--- config.mk ---
export PLATFORM = sky130hd
export DESIGN_NAME = hed_event_diag
export DESIGN_NICKNAME = d
export VERILOG_FILES = /design/src/hdl/hed_pkg.sv /design/src/hdl/hed_event_diag.sv /design/src/hdl/hed_period_meter.sv
export VERILOG_INCLUDE_DIRS = /design/src /design/src/hdl
export SDC_FILE = /design/constraint.sdc
export NUM_CORES = 1
export LEC_CHECK = 0
export ABC_AREA = 1
export BUFFER_PORTS_ARGS = -buffer_cell sky130_fd_sc_hd__buf_2
export CAP_MARGIN = 15
export CORE_ASPECT_RATIO = 0.8
export CORE_MARGIN = 3
export CORE_UTILIZATION = 50
export DETAILED_ROUTE_END_ITERATION = 7
export GPL_TIMING_DRIVEN = 1
export PLACE_DENSITY = 0.72
export SKIP_LAST_GASP = 1
export SLEW_MARGIN = 20
export SYNTH_ARGS = -nofsm -noshare
export SYNTH_HDL_FRONTEND = slang
export SYNTH_SLANG_ARGS = --single-unit
--- constraint.sdc ---
create_clock -name i_clk_sys -period 7.4 [get_ports i_clk_sys]
set_clock_uncertainty 0.2 [all_clocks]
set_input_delay 0 -clock i_clk_sys [delete_from_list [all_inputs] [get_ports i_clk_sys]]
set_output_delay 0 -clock i_clk_sys [all_outputs]
set_load 0.1 [all_outputs]
--- src/hdl/hed_consts.svh ---
// Register offsets, field positions, reset values and timing counts for the event block
`ifndef HED_CONSTS_SVH
`define HED_CONSTS_SVH
`define HED_ADDR_FAULT 8'h00
`define HED_ADDR_NOTIFY 8'h01
`define HED_ADDR_WARN 8'h02
`define HED_ADDR_INFAULT 8'h03
`define HED_ADDR_MASK_A 8'h04
`define HED_ADDR_MASK_B 8'h05
`define HED_ADDR_CTRL 8'h06
`define HED_ADDR_INST_H 8'h07
`define HED_ADDR_INST_L 8'h08
`define HED_ADDR_AVG_H 8'h09
`define HED_ADDR_AVG_L 8'h0a
`define HED_ADDR_STATUS 8'h0b
// Fault byte fields
`define HED_F_OC 0
`define HED_F_ACT 1
`define HED_F_SEQ 2
`define HED_F_OT 3
`define HED_F_UV 4
// Notification byte fields
`define HED_N_DONE 0
`define HED_N_REPEAT 1
`define HED_N_WARN 2
`define HED_N_SAT 3
// Warning detail fields
`define HED_W_DRIVE 0
`define HED_W_BOOST 1
`define HED_W_FORMAT 2
// Input-fault detail fields
`define HED_I_ID 0
`define HED_I_MEM 1
`define HED_I_PWM 2
// Control fields
`define HED_C_BYPASS 0
`define HED_C_HOSTLESS 1
// Reset values
`define HED_MASK_RST 8'h00
`define HED_CTRL_RST 8'h00
// Period tick is 1333.32 ns; the window is 50 Hz to 300 Hz
`define HED_TICK_PS 1333320
`define HED_PER_MAX_PS 64'd20000000000
`define HED_PER_MIN_PS 64'd3333333333
// Half-period limits in ticks: longest rounds down, shortest rounds up
`define HED_HALF_MAX_TICKS ((`HED_PER_MAX_PS / 2) / `HED_TICK_PS)
`define HED_HALF_MIN_TICKS ((`HED_PER_MIN_PS / 2 + `HED_TICK_PS - 1) / `HED_TICK_PS)
// Clock is 125 MHz; tick divider length derived from the tick period
`define HED_CLK_PS 8000
`define HED_TICK_CYCLES ((`HED_TICK_PS + `HED_CLK_PS / 2) / `HED_CLK_PS)
`endif

--- src/hdl/hed_pkg.sv ---
// Types shared by the event and diagnostics block
package hed_pkg;
   typedef struct packed {
      logic overcurrent;
      logic overtemp;
      logic undervolt;
      logic act_impedance;
      logic act_bemf;
      logic drive_limited;
      logic boost_limited;
      logic format_mismatch;
      logic adc_sat;
      logic bad_id;
      logic store_corrupt;
      logic pwm_timeout;
      logic play_done;
      logic play_repeat;
   } hed_src_type;
   typedef struct packed {
      logic [7:0] addr;
      logic [7:0] wdata;
      logic wr;
      logic rd;
   } hed_bus_type;
   typedef enum logic [1:0] {
      HED_RUN = 2'b00,
      HED_HOLD = 2'b01,
      HED_INACTIVE = 2'b10
   } hed_play_type;
endpackage

--- src/hdl/hed_event_diag.sv ---
// Event flags, masks, alert line and playback hold for the haptic driver
//
// Function
// - Any fault forces idle until cleared
// - Warnings and notifications never stop drive
// - Events pull open-drain alert low
// - All faults in one summary byte
// - Warning and input-fault details reported separately
// - Write one clears, zero keeps
// - Overcurrent, overtemperature, undervoltage set faults
// - Impedance, back-EMF or frequency set actuator fault
// - Input-data faults set sequence summary fault
// - Stored sequence end sets done
// - Repeat request restart sets repeat flag
// - Warning summary while any warning
// - Sense converter saturation sets notification
// - Drive and boost limit warnings
// - Data format mismatch raises warning
// - Missing pattern ID raises flag
// - Corrupt pattern store raises flag
// - Frequency outside 50-300 Hz faults unless bypassed; the window is only judged while i_playing is high
// - Instant period updated each half-period
// - Average period over last four halves
// - Hostless mode clears faults entering inactive
//
// Added by the designer: strobed register access and the placing of the registers.
`timescale 1ns/1ns
`include "hed_consts.svh"
module hed_event_diag
   import hed_pkg::*;
(
   input wire logic i_clk_sys,
   input wire logic i_rst,
   input wire logic [7:0] i_addr,
   input wire logic [7:0] i_wdata,
   input wire logic i_wr,
   input wire logic i_rd,
   output logic [7:0] o_rdata,
   input wire logic i_overcurrent,
   input wire logic i_overtemp,
   input wire logic i_undervolt,
   input wire logic i_act_impedance,
   input wire logic i_act_bemf,
   input wire logic i_drive_limited,
   input wire logic i_boost_limited,
   input wire logic i_format_mismatch,
   input wire logic i_adc_sat,
   input wire logic i_bad_id,
   input wire logic i_store_corrupt,
   input wire logic i_pwm_timeout,
   input wire logic i_play_done,
   input wire logic i_play_repeat,
   input wire logic i_playing,
   input wire logic i_zero_cross,
   output logic o_force_idle,
   output logic o_event_alert_n_out,
   output logic o_event_alert_n_oe
);
   // Register port and event sources gathered into carrier structs
   hed_bus_type bus;
   hed_src_type src_raw;
   hed_src_type s1_reg;
   hed_src_type s2_reg;
   hed_src_type s3_reg;
   hed_src_type src_reg;
   hed_src_type src_next;
   hed_src_type src_dly_reg;
   hed_src_type src_rise;
   // Playback hold state
   hed_play_type play_reg;
   hed_play_type play_next;
   // Flag groups and their next values
   logic [7:0] fault_reg;
   logic [7:0] fault_next;
   logic [7:0] notify_reg;
   logic [7:0] notify_next;
   logic [7:0] warn_reg;
   logic [7:0] warn_next;
   logic [7:0] infault_reg;
   logic [7:0] infault_next;
   // Software registers and read path
   logic [7:0] mask_a_reg;
   logic [7:0] mask_b_reg;
   logic [7:0] ctrl_reg;
   logic [7:0] rdata_next;
   logic [7:0] fault_set;
   logic [7:0] notify_set;
   logic [7:0] warn_set;
   logic [7:0] infault_set;
   // Period readout and internal decisions
   logic [15:0] inst_ticks;
   logic [15:0] avg_ticks;
   logic period_sample;
   logic freq_bad;
   logic hostless_clear;
   logic any_fault;
   logic alert;
   logic fault_alert;
   logic notify_alert;
   logic playing_dly_reg;

   assign bus = '{addr: i_addr, wdata: i_wdata, wr: i_wr, rd: i_rd};
   assign src_raw = '{overcurrent: i_overcurrent, overtemp: i_overtemp,
      undervolt: i_undervolt, act_impedance: i_act_impedance, act_bemf: i_act_bemf,
      drive_limited: i_drive_limited, boost_limited: i_boost_limited,
      format_mismatch: i_format_mismatch, adc_sat: i_adc_sat, bad_id: i_bad_id,
      store_corrupt: i_store_corrupt, pwm_timeout: i_pwm_timeout,
      play_done: i_play_done, play_repeat: i_play_repeat};

   // Sources come from analog monitors; three stages, a change counts once 2 and 3 agree
   // Only the second stage reads the first, so no logic sees a metastable value
   always_ff @(posedge i_clk_sys or posedge i_rst) begin
      if (i_rst) begin
         s1_reg <= '0;
         s2_reg <= '0;
         s3_reg <= '0;
      end else begin
         s1_reg <= src_raw;
         s2_reg <= s1_reg;
         s3_reg <= s2_reg;
      end
   end

   // A filtered bit only moves once the last two stages agree, so a single
   // glitching sample never reaches the flags
   genvar b;
   generate
      for (b = 0; b < $bits(hed_src_type); b++) begin : g_filt
         assign src_next[b] = (s2_reg[b] == s3_reg[b]) ? s3_reg[b] : src_reg[b];
      end
   endgenerate

   // Filtered level and its previous value for edge detection; both reset to the
   // idle low level of the monitors so no false edge follows reset
   always_ff @(posedge i_clk_sys or posedge i_rst) begin
      if (i_rst) begin
         src_reg <= '0;
         src_dly_reg <= '0;
      end else begin
         src_reg <= src_next;
         src_dly_reg <= src_reg;
      end
   end

   // Flags latch on the rising edge so a persisting condition re-flags only if it recurs
   assign src_rise = src_reg & ~src_dly_reg;

   // Resonant period measurement; results and their sample strobe arrive together,
   // so the window check below always judges the half-period that just closed
   hed_period_meter u_meter (
      .i_clk_sys(i_clk_sys),
      .i_rst(i_rst),
      .i_zero_cross(i_zero_cross),
      .o_inst_ticks(inst_ticks),
      .o_avg_ticks(avg_ticks),
      .o_sample(period_sample)
   );

   // The window is only judged while the actuator is driven: between playbacks
   // the counter runs to saturation and would read as a far too long period
   // frequency window check
   assign freq_bad = period_sample && !ctrl_reg[`HED_C_BYPASS] && i_playing &&
      (inst_ticks > 16'(`HED_HALF_MAX_TICKS) || inst_ticks < 16'(`HED_HALF_MIN_TICKS));

   // Input-data fault detail set terms
   // missing pattern id
   assign infault_set[`HED_I_ID] = src_rise.bad_id;
   assign infault_set[`HED_I_MEM] = src_rise.store_corrupt;
   // PWM timeout: the host clears it through the sequence summary bit
   assign infault_set[`HED_I_PWM] = src_rise.pwm_timeout;
   assign infault_set[7:3] = 5'h00;

   // Warning detail set terms
   // drive and boost limits
   assign warn_set[`HED_W_DRIVE] = src_rise.drive_limited;
   assign warn_set[`HED_W_BOOST] = src_rise.boost_limited;
   assign warn_set[`HED_W_FORMAT] = src_rise.format_mismatch;
   assign warn_set[7:3] = 5'h00;

   // Fault summary set terms
   // supply and thermal faults
   assign fault_set[`HED_F_OC] = src_rise.overcurrent;
   assign fault_set[`HED_F_OT] = src_rise.overtemp;
   assign fault_set[`HED_F_UV] = src_rise.undervolt;
   assign fault_set[`HED_F_ACT] = src_rise.act_impedance | src_rise.act_bemf | freq_bad;
   assign fault_set[`HED_F_SEQ] = |infault_set;
   assign fault_set[7:5] = 3'h0;

   // Notification set terms
   // sequence done
   assign notify_set[`HED_N_DONE] = src_rise.play_done;
   assign notify_set[`HED_N_REPEAT] = src_rise.play_repeat;
   // The summary is set again every cycle a warning stays in the detail group,
   // so clearing it only sticks once the details themselves are cleared
   // warning summary follows detail group
   assign notify_set[`HED_N_WARN] = |warn_reg;
   assign notify_set[`HED_N_SAT] = src_rise.adc_sat;
   assign notify_set[7:4] = 4'h0;

   // Inactive lasts exactly one cycle, so the automatic clear is a single pulse;
   // a fault edge in that same cycle survives because set wins
   // hostless clear when playback ends into inactive
   assign hostless_clear = ctrl_reg[`HED_C_HOSTLESS] && (play_reg == HED_INACTIVE);

   // Clear terms are built from the write strobe and the hostless clear; a read never disturbs a
   // flag, so the host may poll freely without losing an event
   // write one clears; set wins over clear
   wire wr_fault = bus.wr && bus.addr == `HED_ADDR_FAULT;
   wire wr_notify = bus.wr && bus.addr == `HED_ADDR_NOTIFY;
   wire wr_warn = bus.wr && bus.addr == `HED_ADDR_WARN;
   wire wr_infault = bus.wr && bus.addr == `HED_ADDR_INFAULT;
   wire [7:0] fault_clr = (wr_fault ? bus.wdata : 8'h00) | (hostless_clear ? 8'hff : 8'h00);
   // sequence summary clear also retires the input-fault detail
   wire seq_clr = fault_clr[`HED_F_SEQ];
   assign fault_next = fault_set | (fault_reg & ~fault_clr);
   assign notify_next = notify_set | (notify_reg & ~(wr_notify ? bus.wdata : 8'h00));
   assign warn_next = warn_set | (warn_reg & ~(wr_warn ? bus.wdata : 8'h00));
   assign infault_next = infault_set |
      (infault_reg & ~((wr_infault ? bus.wdata : 8'h00) | (seq_clr ? 8'hff : 8'h00)));

   // One byte per group keeps each group readable in a single access
   // separate flag groups
   always_ff @(posedge i_clk_sys or posedge i_rst) begin
      if (i_rst) begin
         fault_reg <= 8'h00;
         notify_reg <= 8'h00;
         warn_reg <= 8'h00;
         infault_reg <= 8'h00;
      end else begin
         fault_reg <= fault_next;
         notify_reg <= notify_next;
         warn_reg <= warn_next;
         infault_reg <= infault_next;
      end
   end

   // Mask and control registers; unused control bits are dropped so they
   // read back as zero and cannot enable a mode that does not exist
   always_ff @(posedge i_clk_sys or posedge i_rst) begin
      if (i_rst) begin
         mask_a_reg <= `HED_MASK_RST;
         mask_b_reg <= `HED_MASK_RST;
         ctrl_reg <= `HED_CTRL_RST;
      end else if (bus.wr) begin
         if (bus.addr == `HED_ADDR_MASK_A)
            mask_a_reg <= bus.wdata;
         if (bus.addr == `HED_ADDR_MASK_B)
            mask_b_reg <= bus.wdata;
         if (bus.addr == `HED_ADDR_CTRL)
            ctrl_reg <= bus.wdata & 8'h03;
      end
   end

   // Playback hold state: faults only; warnings and notifications never enter here.
   // Run passes through inactive on every stop, faulted or not, so the hostless
   // clear sees both ways of leaving playback
   assign any_fault = |fault_reg;
   always_comb begin
      play_next = play_reg;
      unique case (play_reg)
         HED_RUN: begin
            // leave run for inactive on fault; other groups ignored
            if (any_fault)
               play_next = HED_INACTIVE;
            else if (playing_dly_reg && !i_playing)
               play_next = HED_INACTIVE;
         end
         HED_INACTIVE: begin
            // One cycle where hostless mode may clear
            play_next = any_fault ? HED_HOLD : HED_RUN;
         end
         HED_HOLD: begin
            // stay idle until all faults cleared
            if (!any_fault)
               play_next = HED_RUN;
         end
         default: play_next = HED_HOLD;
      endcase
   end

   always_ff @(posedge i_clk_sys or posedge i_rst) begin
      if (i_rst) begin
         play_reg <= HED_RUN;
         playing_dly_reg <= 1'b0;
      end else begin
         play_reg <= play_next;
         playing_dly_reg <= i_playing;
      end
   end

   // The live flag term stops drive in the very cycle a fault is flagged, two
   // cycles before the state machine reaches HED_HOLD
   // force idle from state or any live fault flag
   assign o_force_idle = any_fault || play_reg == HED_HOLD;

   // A mask bit only hides the line; the flag itself stays readable so the
   // host can still poll it
   // mask per event group
   assign fault_alert = |(fault_reg & ~mask_a_reg);
   assign notify_alert = |(notify_reg & ~mask_b_reg);
   // line held while any unmasked flag stays set
   assign alert = fault_alert || notify_alert;

   // open-drain alert: drive low when enabled
   assign o_event_alert_n_out = 1'b0;
   assign o_event_alert_n_oe = alert;

   // Read mux; unmapped addresses read zero. The period fields are 15 bits wide,
   // so the top counter bit is never shown; a saturated count reads as the
   // largest value in both halves
   always_comb begin
      unique case (bus.addr)
         `HED_ADDR_FAULT: rdata_next = fault_reg;
         `HED_ADDR_NOTIFY: rdata_next = notify_reg;
         `HED_ADDR_WARN: rdata_next = warn_reg;
         `HED_ADDR_INFAULT: rdata_next = infault_reg;
         `HED_ADDR_MASK_A: rdata_next = mask_a_reg;
         `HED_ADDR_MASK_B: rdata_next = mask_b_reg;
         `HED_ADDR_CTRL: rdata_next = ctrl_reg;
         // instant period high/low split at 128
         `HED_ADDR_INST_H: rdata_next = inst_ticks[14:7];
         `HED_ADDR_INST_L: rdata_next = {1'b0, inst_ticks[6:0]};
         `HED_ADDR_AVG_H: rdata_next = avg_ticks[14:7];
         `HED_ADDR_AVG_L: rdata_next = {1'b0, avg_ticks[6:0]};
         `HED_ADDR_STATUS: rdata_next = {5'h00, alert, 2'(play_reg)};
         default: rdata_next = 8'h00;
      endcase
   end

   // Read data stands in the cycle after the strobe only, and is zero otherwise
   // so a shared read bus stays quiet
   always_ff @(posedge i_clk_sys or posedge i_rst) begin
      if (i_rst)
         o_rdata <= 8'h00;
      else
         o_rdata <= bus.rd ? rdata_next : 8'h00;
   end
endmodule

--- src/hdl/hed_period_meter.sv ---
// Resonant half-period meter with instantaneous and four-sample average
`timescale 1ns/1ns
`include "hed_consts.svh"
module hed_period_meter
   import hed_pkg::*;
(
   input wire logic i_clk_sys,
   input wire logic i_rst,
   input wire logic i_zero_cross,
   output logic [15:0] o_inst_ticks,
   output logic [15:0] o_avg_ticks,
   output logic o_sample
);
   logic [7:0] div_reg;
   logic [15:0] cnt_reg;
   logic [15:0] hist_reg [0:2];
   logic [15:0] hist_next [0:2];
   logic [17:0] sum;
   wire tick = (div_reg == 8'(`HED_TICK_CYCLES - 1));

   // Average of the four most recent half-periods, the one closing now included,
   // so the average and the instant value are published in the same cycle
   assign sum = {2'b00, cnt_reg} + {2'b00, hist_reg[0]} + {2'b00, hist_reg[1]} +
      {2'b00, hist_reg[2]};

   // Tick divider and half-period counter, saturating to avoid wrap on a stalled actuator
   always_ff @(posedge i_clk_sys or posedge i_rst) begin
      if (i_rst) begin
         div_reg <= 8'h00;
         cnt_reg <= 16'h0000;
      end else begin
         div_reg <= tick ? 8'h00 : div_reg + 8'h01;
         if (i_zero_cross)
            cnt_reg <= 16'h0000;
         else if (tick && cnt_reg != 16'hffff)
            cnt_reg <= cnt_reg + 16'h0001;
      end
   end

   // History shift on each zero crossing
   genvar g;
   generate
      for (g = 0; g < 3; g++) begin : g_hist
         assign hist_next[g] = (g == 0) ? cnt_reg : hist_reg[(g == 0) ? 0 : g - 1];
      end
   endgenerate

   always_ff @(posedge i_clk_sys or posedge i_rst) begin
      if (i_rst)
         hist_reg <= '{default: 16'h0000};
      else if (i_zero_cross)
         hist_reg <= hist_next;
   end

   // Result registers
   always_ff @(posedge i_clk_sys or posedge i_rst) begin
      if (i_rst) begin
         o_inst_ticks <= 16'h0000;
         o_avg_ticks <= 16'h0000;
         o_sample <= 1'b0;
      end else begin
         // Results and strobe land together, so the strobe marks fresh values
         o_sample <= i_zero_cross;
         if (i_zero_cross) begin
            o_inst_ticks <= cnt_reg;
            o_avg_ticks <= sum[17:2];
         end
      end
   end
endmodule

==> impl_metrics.py, run 1 <==
metrics = {
    "run_status": {
        "status": "finished clean",
    },
    "sta": {
        "tightest_slew_ns": 0.983,
        "tns_ns": 0,
        "final_max_slew_viol_count": 0,
        "setup_viol": 0,
        "hold_viol_final": 0,
        "rsz0062_at_grt": "no",
        "fin_crit_sh_pct": 44.6,
        "slew_headroom_pct": 34.4,
        "min_period_ns": 3.30,
        "clock.fmax_mhz": 303,
    },
    "die": {
        "die_h_um": 137,
        "ioPinCount": 47,
        "num_rows": 47,
        "initial_utilization_pct": 51.5,
        "die_area_um2": 23300,
        "die_w_um": 170,
        "core_area_um2": 20900,
    },
    "pwr": {
        "power_density_nw_per_um2": 206,
        "vdd_drop_max_mv": 0.160,
        "cellLeakagePower_nw": 6.15,
    },
    "finish": {
        "nNetsFinal": 1400,
        "postLayoutCoreUtil_pct": 60.0,
        "drive_above_1_share_pct": 9.08,
        "n_antenna_cell": 0,
        "final_cells": 1601,
        "layout-area-overhead-vs-synth_pct": 16.6,
    },
    "clock_network": {
        "clkSinkCount": 219,
        "post_cts_buffers": 0,
        "cts_tree": "yes",
        "post_cts_resized": 0,
        "cts.clk_slew.worst_paths_ns": 0.06,
        "cts_made_buffers": 23,
        "clock_path_buffers": 3,
        "root_buffer": "clkbuf_16",
        "cts-htree-levels": 1,
        "clkLatencyLatePin_ns": 0.51,
        "cts.hold.buffers_added": 52,
    },
    "job": {
        "maxCapViolCount": 0,
    },
    "routing": {
        "wl_per_cell_um": 15.8,
        "drc": 0,
        "drt-pass1-iter-count": 5,
        "drt_iter0_drc": 711,
        "drt-total-wl_um": 25300,
        "drt-vias-per-instance": 5.21,
        "num_vias": 8341,
        "ant_nets": 0,
    },
    "logic_synthesis": {
        "synth.most_common_cell": "nand2_1",
        "netlist_instances": 1216,
        "netlist_area_um2": 10700,
        "synthTopCellsByCount": "nand2_1, dfrtp_1, inv_1",
        "syn_nets": 1301,
        "synthFlopType": "dfrtp_1",
        "avgSynthCellArea_um2": 8.84,
        "synthArstFlopShare_pct": 100,
        "synth_area_leaders": "dfrtp_1, nand2_1, inv_1",
        "synth_edf_count": 0,
        "yosysSeqAreaShare_pct": 51.0,
        "ys_ff_latch": 219,
        "yosys.area.top_type_share_pct": 51.0,
        "yosysWarnings": 0,
        "yosysTopAreaCell": "dfrtp_1",
        "synthDistinctLibCells": 43,
    },
    "global_routing": {
        "overflow": 0,
        "grt_usage_pct": 22.7,
        "grt_max_degree": 146,
        "grt_pass1_wl_um": 42300,
        "grt_pass1_vias": 8289,
        "antenna_found_initial": 0,
    },
    "setup_path": {
        "r2r_cells": 16,
        "startpoint": "u_meter.cnt_reg[1]",
        "end_kind": "flip-flop",
        "crit_top_cell": "nand2_1",
        "crit_fanout": 4,
        "critPathKind": "flip-flop to flip-flop",
        "crit_required_ns": 7.60,
        "cp.arrival_ns": 3.49,
        "timing.rr.start": "u_meter.cnt_reg[1]",
        "cp-start-kind": "flip-flop",
        "slowest_delay_ns": 0.50,
        "cpMaxStageDelayCell": "fa_1",
        "crit_chain": "inv_1 > fa_1 > inv_1 > fa_1 > nand2_1 > nor2_1 > inv_1 > fa_1 > o21ai_2 > nand2_1 > nand2_1 > nand2_1 > nand2_1 > nand2_1 > nand3_1 > nand2_1",
    },
    "place": {
        "gp_congestion": 0.928,
        "numPortBuffers": 45,
        "dp_hpwl_um": 17800,
        "placed_cells_incl_taps": 1507,
    },
    "hold_path": {
        "min_path_type": "input port to flip-flop",
        "min_path_cells": 4,
        "hp-start": "i_rd",
    },
}
-- path summary, 6_finish.rpt --
path                                                 to  slack, ns
min in group asynchronous          u_meter.hist_reg[15]       0.08
worst max-delay path            u_meter.o_avg_ticks[13]       4.10
worst min-delay path                         o_rdata[1]       0.07
worst max register to register  u_meter.o_avg_ticks[13]       4.10
max in group asynchronous                src_dly_reg[3]       5.42
worst min register to register                s2_reg[1]       0.15
-- critical path, delay by kind of cell (launching register included) --
| family | cells | cell delay (ns) |
|---|---|---|
| AOI/OAI and AO/OA | 1 | 0.23 |
| adders and majority gates | 3 | 1.40 |
| buffers and inverters | 3 | 0.23 |
| DFF | 1 | 0.37 |
| and+or+nand+nor | 9 | 0.75 |
-- where the power goes --
group	switching (mW)	leakage, nW	total (mW)	internal, mW
Combinational	0.0792	2.98	0.119	0.0398
Sequential	0.0179	2.79	1.25	1.23
Clock	0.496	0.378	1.21	0.713
-- layout make-up --
class / count / area (um2)
clock buffer: 28 / 624
clock inverter: 14 / 176
fill: 1791 / 8350
inverter: 199 / 754
multi-input combinational: 773 / 4400
sequential: 219 / 5480
tap: 269 / 337
timing repair buffer: 99 / 761
-- per-stage QoR --
| stage | setup slack, ns | hold slack (ns) | instance area, um2 | power (mW) |
|---|---|---|---|---|
| floorplan | 1.21 | -0.169 | 10700 | 1.33 |
| global placement | 4.19 | -0.0917 | 11200 | 1.36 |
| detailed placement | 4.09 | -0.0907 | 11200 | 1.37 |
| CTS | 4.07 | 0.0630 | 12500 | 2.59 |
| global route | 3.83 | 0.121 | 12500 | 2.67 |
| finish | 4.10 | 0.0676 | 12500 | 2.58 |
-- cells in the final DEF (no fill, tap or decap), types with 3 or more instances in the layout --
| cell | instances |
|---|---|
| maj3_1 | 15 |
| a21oi_1 | 21 |
| o211ai_1 | 9 |
| nand3b_1 | 3 |
| nand3_1 | 92 |
| nand2_1 | 278 |
| xor2_1 | 13 |
| dfrtp_1 | 219 |
| nor2_4 | 3 |
| clkbuf_16 | 23 |
| buf_2 | 45 |
| fa_1 | 32 |
| clkbuf_8 | 3 |
| nor2_2 | 3 |
| o21ai_0 | 75 |
| o21ai_1 | 55 |
| xnor2_1 | 5 |
| bufinv_16 | 3 |
| nor4_1 | 8 |
| nor2_1 | 79 |
| dlygate4sd3_1 | 52 |
| ha_1 | 17 |
| nand2_2 | 6 |
| nand4_1 | 17 |
| inv_2 | 8 |
| clkinv_2 | 3 |
| nor3_1 | 14 |
| clkinvlp_4 | 5 |
| nand2_4 | 3 |
| o21bai_1 | 3 |
| inv_1 | 190 |
-- cell families after synthesis --
group | count (synthesis) | share of synthesized area [%]
simple gates | 518 | 21.5
buf+inv | 224 | 8.09
flops | 219 | 51.0
compound gates | 172 | 8.58
fa+ha+maj | 64 | 9.34
xor+xnor | 18 | 1.47
other cells | 1 | 0.0349
-- layer usage --
metal / wire length [um] / vias up / GRT usage (%)
li1: - / 4071 / -
met1: 12200 / 3971 / 34.4
met2: 10700 / 273 / 33.8
met3: 2130 / 26 / 5.52
met4: 371 / 0 / 3.87
met5: 0 / - / 0
(Power assumes the default switching activity.)
==> run 2, diff against run 1 <==
Clock period 7.4 ns to 3.1 ns, I/O delays scaled along.
==> run 2 against run 1 <==
Compared with the run above: the run now ends with setup timing left; worst setup slack worse by 4.1 ns; routed wire length is 2.0% higher; maximum frequency up 5.9%; via count grew 1.8%; die area stayed put; final cell count increased by 2.1%; register-to-register slack got worse by 4.1 ns; sequential power rose by 140%; critical endpoint is now u_meter.o_avg_ticks[5]; largest cell class unchanged.
==> impl_metrics.py, run 2 (synthesis gave the netlist of run 1 again) <==
metrics = {
    "run_status": {
        "status": "complete, but fails checks",
        "violations": "setup timing",
    },
    "pwr": {
        "cellLeakagePower_nw": 6.30,
        "power_density_nw_per_um2": 473,
        "vdd_drop_max_mv": 0.603,
    },
    "place": {
        "dp_hpwl_um": 18200,
        "preCtsSetupSlack_ns": -0.123,
        "gp_congestion": 0.924,
        "numPortBuffers": 45,
        "placed_cells_incl_taps": 1534,
    },
    "setup_path": {
        "timing.rr.start": "u_meter.hist_next[1]",
        "crit_chain": "inv_2 > fa_1 > inv_1 > fa_1 > nand2_1 > nor2_2 > inv_2 > fa_2 > o21ai_4 > nand2_1 > nand2_2 > buf_4 > xnor2_2 > o21ai_1",
        "crit_fanout": 4,
        "cpMaxStageDelayCell": "fa_1",
        "cp.arrival_ns": 3.28,
        "critPathKind": "flip-flop to flip-flop",
        "slowest_delay_ns": 0.53,
        "end_kind": "flip-flop",
        "cpLargestDelayFamily": "adder cells",
        "cp.buffers_inverters": 4,
        "r2r_slack_ns": -0.01,
        "crit_required_ns": 3.27,
        "cp-start-kind": "flip-flop",
        "startpoint": "u_meter.hist_next[1]",
    },
    "routing": {
        "num_vias": 8488,
        "drc": 0,
        "drt-total-wl_um": 25900,
        "wl_per_cell_um": 15.8,
        "drt-pass1-iter-count": 5,
        "drt-vias-per-instance": 5.19,
        "drt_iter0_drc": 683,
        "ant_nets": 0,
    },
    "clock_network": {
        "clkSinkCount": 219,
        "cts_tree": "yes",
        "cts-htree-levels": 1,
        "clkLatencyLatePin_ns": 0.50,
        "root_buffer": "clkbuf_16",
        "cts.clk_slew.worst_paths_ns": 0.07,
        "clock_path_buffers": 3,
        "cts_made_buffers": 23,
    },
    "die": {
        "num_rows": 47,
        "die_w_um": 170,
        "ioPinCount": 47,
        "die_area_um2": 23300,
        "initial_utilization_pct": 51.5,
        "die_h_um": 137,
        "core_area_um2": 20900,
    },
    "finish": {
        "layout-area-overhead-vs-synth_pct": 20.2,
        "final_cells": 1634,
        "fillers": 1754,
        "final_common_cell": "nand2_1",
        "most-common-layout-cells": "nand2_1, dfrtp_1, inv_1",
        "drive_above_1_share_pct": 13.7,
        "seq_area_um2": 5480,
        "n_antenna_cell": 0,
        "postLayoutCoreUtil_pct": 61.9,
        "nNetsFinal": 1434,
        "multi_input_area_um2": 4540,
    },
    "hold_path": {
        "min_path_type": "input port to flip-flop",
        "hp-start": "i_addr[3]",
    },
    "global_routing": {
        "grt_usage_pct": 22.6,
        "grt_max_degree": 125,
        "grt_pass1_wl_um": 42000,
        "overflow": 0,
        "antenna_found_initial": 0,
        "grt_pass1_vias": 8170,
    },
    "sta": {
        "worst_slack_ns": -0.0128,
        "tightest_slew_ns": 0.970,
        "min_period_ns": 3.11,
        "hold_viol_final": 0,
        "fin_crit_sh_pct": 100,
        "clock.fmax_mhz": 321,
        "final_max_slew_viol_count": 0,
        "setup_viol": 1,
        "whs_ns": 0.0248,
        "rsz0062_at_grt": "yes",
        "tns_ns": -0.0128,
        "slew_headroom_pct": 35.3,
    },
    "job": {
        "maxCapViolCount": 0,
    },
}
-- run 2: changes by cell type in the layout (fill, tap and decap cells not counted), moves of 3 or more --
| cell | change |
|---|---|
| inv_1 | -6 |
| clkinv_2 | +3 |
| nand2_1 | -4 |
| buf_4 | +34 |
| inv_2 | +6 |
| ha_4 | +6 |
| ha_2 | +5 |
| ha_1 | -11 |
| nand2_2 | +4 |
-- run 2: what timing repair did --
action | in CTS | in global routing
gates resized for setup | 9 | 24
pin swaps | 7 | 9
setup endpoints to repair | 5 | 12
hold buffers | 51 | 0
setup buffers | 4 | 4
endpoints found under the hold margin | 322 | 0
-- run 2: cell type report --
type	count	area share (%)
sequential	219	42.4
multi-input combinational	773	35.1
timing repair buffer	133	7.94
inverter	199	5.81
clock buffer	26	4.77
tap	269	2.61
clock inverter	15	1.31
-- run 2: worst register-to-register path, stage by stage (launching register included) --
cell and delay (ns):
dfrtp_1 0.36, inv_2 0.06, fa_1 0.53, inv_1 0.05, fa_1 0.47, nand2_1 0.06, nor2_2 0.15, inv_2 0.05
fa_2 0.37, o21ai_4 0.19, nand2_1 0.09, nand2_2 0.10, buf_4 0.12, xnor2_2 0.10, o21ai_1 0.07
-- run 2: stage by stage --
step / power, mW / area, um2
floorplan: 3.18 / 10800
global placement: 3.26 / 11400
detailed placement: 3.27 / 11400
CTS: 6.17 / 12800
global route: 6.33 / 12900
finish: 6.11 / 12900
-- run 2: metal layers --
layer / vias to the layer above / wire length [um] / global-route usage (%)
li1: 4142 / - / -
met1: 4057 / 12400 / 35.0
met2: 245 / 11100 / 33.3
met3: 44 / 1900 / 3.98
met4: 0 / 499 / 4.95
met5: - / 0 / 0
-- run 2: path summary, 6_finish.rpt --
path	end	depth (start not counted)
min	fault_reg[7]	7
min in group asynchronous	u_meter.div_reg[1]	4
max	u_meter.o_avg_ticks[5]	14
min reg2reg	s2_reg[0]	0
max reg2reg	u_meter.o_avg_ticks[5]	14
max in group asynchronous	warn_reg[4]	5
-- run 2: report_power, final --
part / internal, mW / leakage, nW / switching (mW)
Clock: 1.69 / 0.384 / 1.16
Sequential: 2.94 / 2.79 / 0.0422
Combinational: 0.0987 / 3.13 / 0.190
==> run 3, diff against run 2 <==
Settings changed: CAP_MARGIN 15 to 25, SETUP_SLACK_MARGIN set to 0.5.
==> run 3 against run 2 <==
Compared with the run above: largest power group is now clock; worst setup slack better by 0.055 ns; critical path depth unchanged; critical path type unchanged; final area up 2.2%; non-clock buffer count up 1; maximum frequency up 1.8%; clock power up 7%; count of clock-buffer cells in the layout up 2; the run now ends clean; global-route usage up 0.79 points; combinational power up 2%; utilization up 1.3 points; register-to-register slack better by 0.05 ns; final cell count up 0.12%.
==> impl_metrics.py, run 3 (synthesis gave the netlist of run 1 again) <==
metrics = {
    "finish": {
        "most-common-layout-cells": "nand2_1, dfrtp_1, inv_1",
        "drive_above_1_share_pct": 16.2,
        "n_antenna_cell": 0,
        "seq_area_um2": 5480,
        "final_common_cell": "nand2_1",
        "layout-area-overhead-vs-synth_pct": 22.8,
        "multi_input_area_um2": 4720,
        "fillers": 1721,
        "nNetsFinal": 1435,
    },
    "clock_network": {
        "clkSinkCount": 219,
        "cts.clk_slew.worst_paths_ns": 0.06,
        "root_buffer": "clkbuf_16",
        "cts-htree-levels": 1,
        "clock_path_buffers": 3,
        "cts_made_buffers": 23,
        "clkLatencyLatePin_ns": 0.52,
        "cts_tree": "yes",
    },
    "pwr": {
        "cellLeakagePower_nw": 6.38,
        "p_sw_share_pct": 22.4,
        "p_sw_mw": 1.42,
        "vdd_drop_max_mv": 0.348,
        "comb_power_share_pct": 4.7,
        "power.internal_mw": 4.90,
        "power_density_nw_per_um2": 478,
        "seqPwrFrac_pct": 47.2,
        "p_clk_share_pct": 48.2,
    },
    "job": {
        "maxCapViolCount": 0,
    },
    "sta": {
        "min_period_ns": 3.06,
        "rsz0062_at_grt": "yes",
        "clock.fmax_mhz": 327,
        "setup_viol": 0,
        "tightest_slew_ns": 0.941,
        "final_max_slew_viol_count": 0,
        "fin_crit_sh_pct": 98.6,
        "tns_ns": 0,
        "hold_viol_final": 0,
        "whs_ns": 0.00611,
        "slew_headroom_pct": 37.3,
    },
    "die": {
        "die_h_um": 137,
        "core_area_um2": 20900,
        "die_w_um": 170,
        "die_area_um2": 23300,
        "ioPinCount": 47,
        "num_rows": 47,
        "initial_utilization_pct": 51.5,
    },
    "global_routing": {
        "grt_max_degree": 108,
        "overflow": 0,
        "grt_usage_pct": 23.4,
        "antenna_found_initial": 0,
        "grt_pass1_wl_um": 43300,
        "grt_pass1_vias": 8258,
    },
    "routing": {
        "drt_iter0_drc": 750,
        "wl_met2_um": 11600,
        "ant_nets": 0,
        "met1_length_um": 12600,
        "drc": 0,
        "wl_per_cell_um": 16.2,
        "drt-pass1-iter-count": 5,
        "drt-vias-per-instance": 5.21,
        "num_vias": 8528,
        "routed.top_layer": "met4",
        "met3RoutedLength_um": 1920,
        "drt-total-wl_um": 26600,
    },
    "setup_path": {
        "r2r_end": "u_meter.o_avg_ticks[3]",
        "crit_fanout": 4,
        "crit_required_ns": 3.27,
        "cp.arrival_ns": 3.23,
        "critPathKind": "flip-flop to flip-flop",
        "end_kind": "flip-flop",
        "r2r_cells": 14,
        "r2r_slack_ns": 0.04,
        "cp-start-kind": "flip-flop",
        "timing.rr.start": "u_meter.cnt_reg[1]",
    },
    "hold_path": {
        "min_path_type": "input port to asynchronous set/reset pin",
    },
    "place": {
        "gp_congestion": 0.907,
        "dp_hpwl_um": 18500,
        "numPortBuffers": 45,
    },
    "run_status": {
        "status": "finished clean",
    },
}
==> run 3: cell count changes in the layout (fill, tap and decap cells not counted), sizes merged <==
cell / change
buf: +2
bufinv: +2
clkbuf: +2
clkinv: -1
clkinvlp: -2
dlygate4sd3: -1
==> run 3: routing by layer <==
| layer | global-route usage [%] | vias up |
|---|---|---|
| li1 | - | 4144 |
| met1 | 35.9 | 4106 |
| met2 | 34.4 | 242 |
| met3 | 5.08 | 36 |
| met4 | 4.55 | 0 |
| met5 | 0 | - |
==> run 3: stage by stage <==
step           util (%)  setup WS [ns]  power, mW  instances  instance area (um2)
2_1_floorplan         -         0.0459       3.18       1216                10900
3_3_place_gp       55.3         0.0673       3.27       1522                11500
3_5_place_dp       55.3        -0.0339       3.28       1522                11500
4_1_cts            62.6         0.0410       6.37       1628                13100
5_1_grt            63.2         -0.101       6.52       1636                13200
6_report           63.2         0.0421       6.31       1636                13200
==> run 3: how the worst max path moves through the flow <==
stage / slack, ns / endpoint / start
floorplan: 0.05 / ctrl_reg[0] / i_rst
global placement: 0.07 / u_meter.o_avg_ticks[13] / u_meter.hist_reg[1]
detailed placement: -0.03 / u_meter.o_avg_ticks[13] / u_meter.hist_next[1]
CTS: 0.04 / u_meter.o_avg_ticks[13] / u_meter.hist_reg[1]
global route: -0.10 / u_meter.o_avg_ticks[11] / u_meter.cnt_reg[1]
finish: 0.04 / u_meter.o_avg_ticks[3] / u_meter.cnt_reg[1]
==> run 3: what timing repair did <==
item,CTS,global route
hold buffers,50,0
hold endpoints to repair,276,0
setup endpoints to repair,15,20
setup buffers,14,8
pin swaps,21,30
gates resized for setup,23,22
==> run 3: final cells by class <==
type                       instances  share of cell area (%)
sequential                       219                    41.5
clock inverter                    14                    1.58
timing repair buffer             134                    8.18
clock buffer                      28                    4.73
multi-input combinational        773                    35.8
inverter                         199                    5.69
tap                              269                    2.55
==> run 3: worst max-delay path, stage by stage, from the launching register on <==
cell,delay (ns)
dfrtp_1,0.37
inv_2,0.05
fa_1,0.51
inv_1,0.05
fa_1,0.47
nand2_1,0.06
nor2_2,0.11
inv_1,0.07
fa_2,0.37
o21ai_4,0.18
buf_4,0.15
buf_6,0.08
buf_6,0.08
xnor2_2,0.10
o21ai_1,0.07
==> run 3: power groups by stage <==
stage	combinational (mW)	clock, mW	sequential [mW]
after detailed placement	0.248	0	3.03
after CTS	0.296	3.09	2.98
after floorplan	0.160	0	3.02
final	0.294	3.04	2.98
after global placement	0.243	0	3.03
after global routing	0.329	3.21	2.99
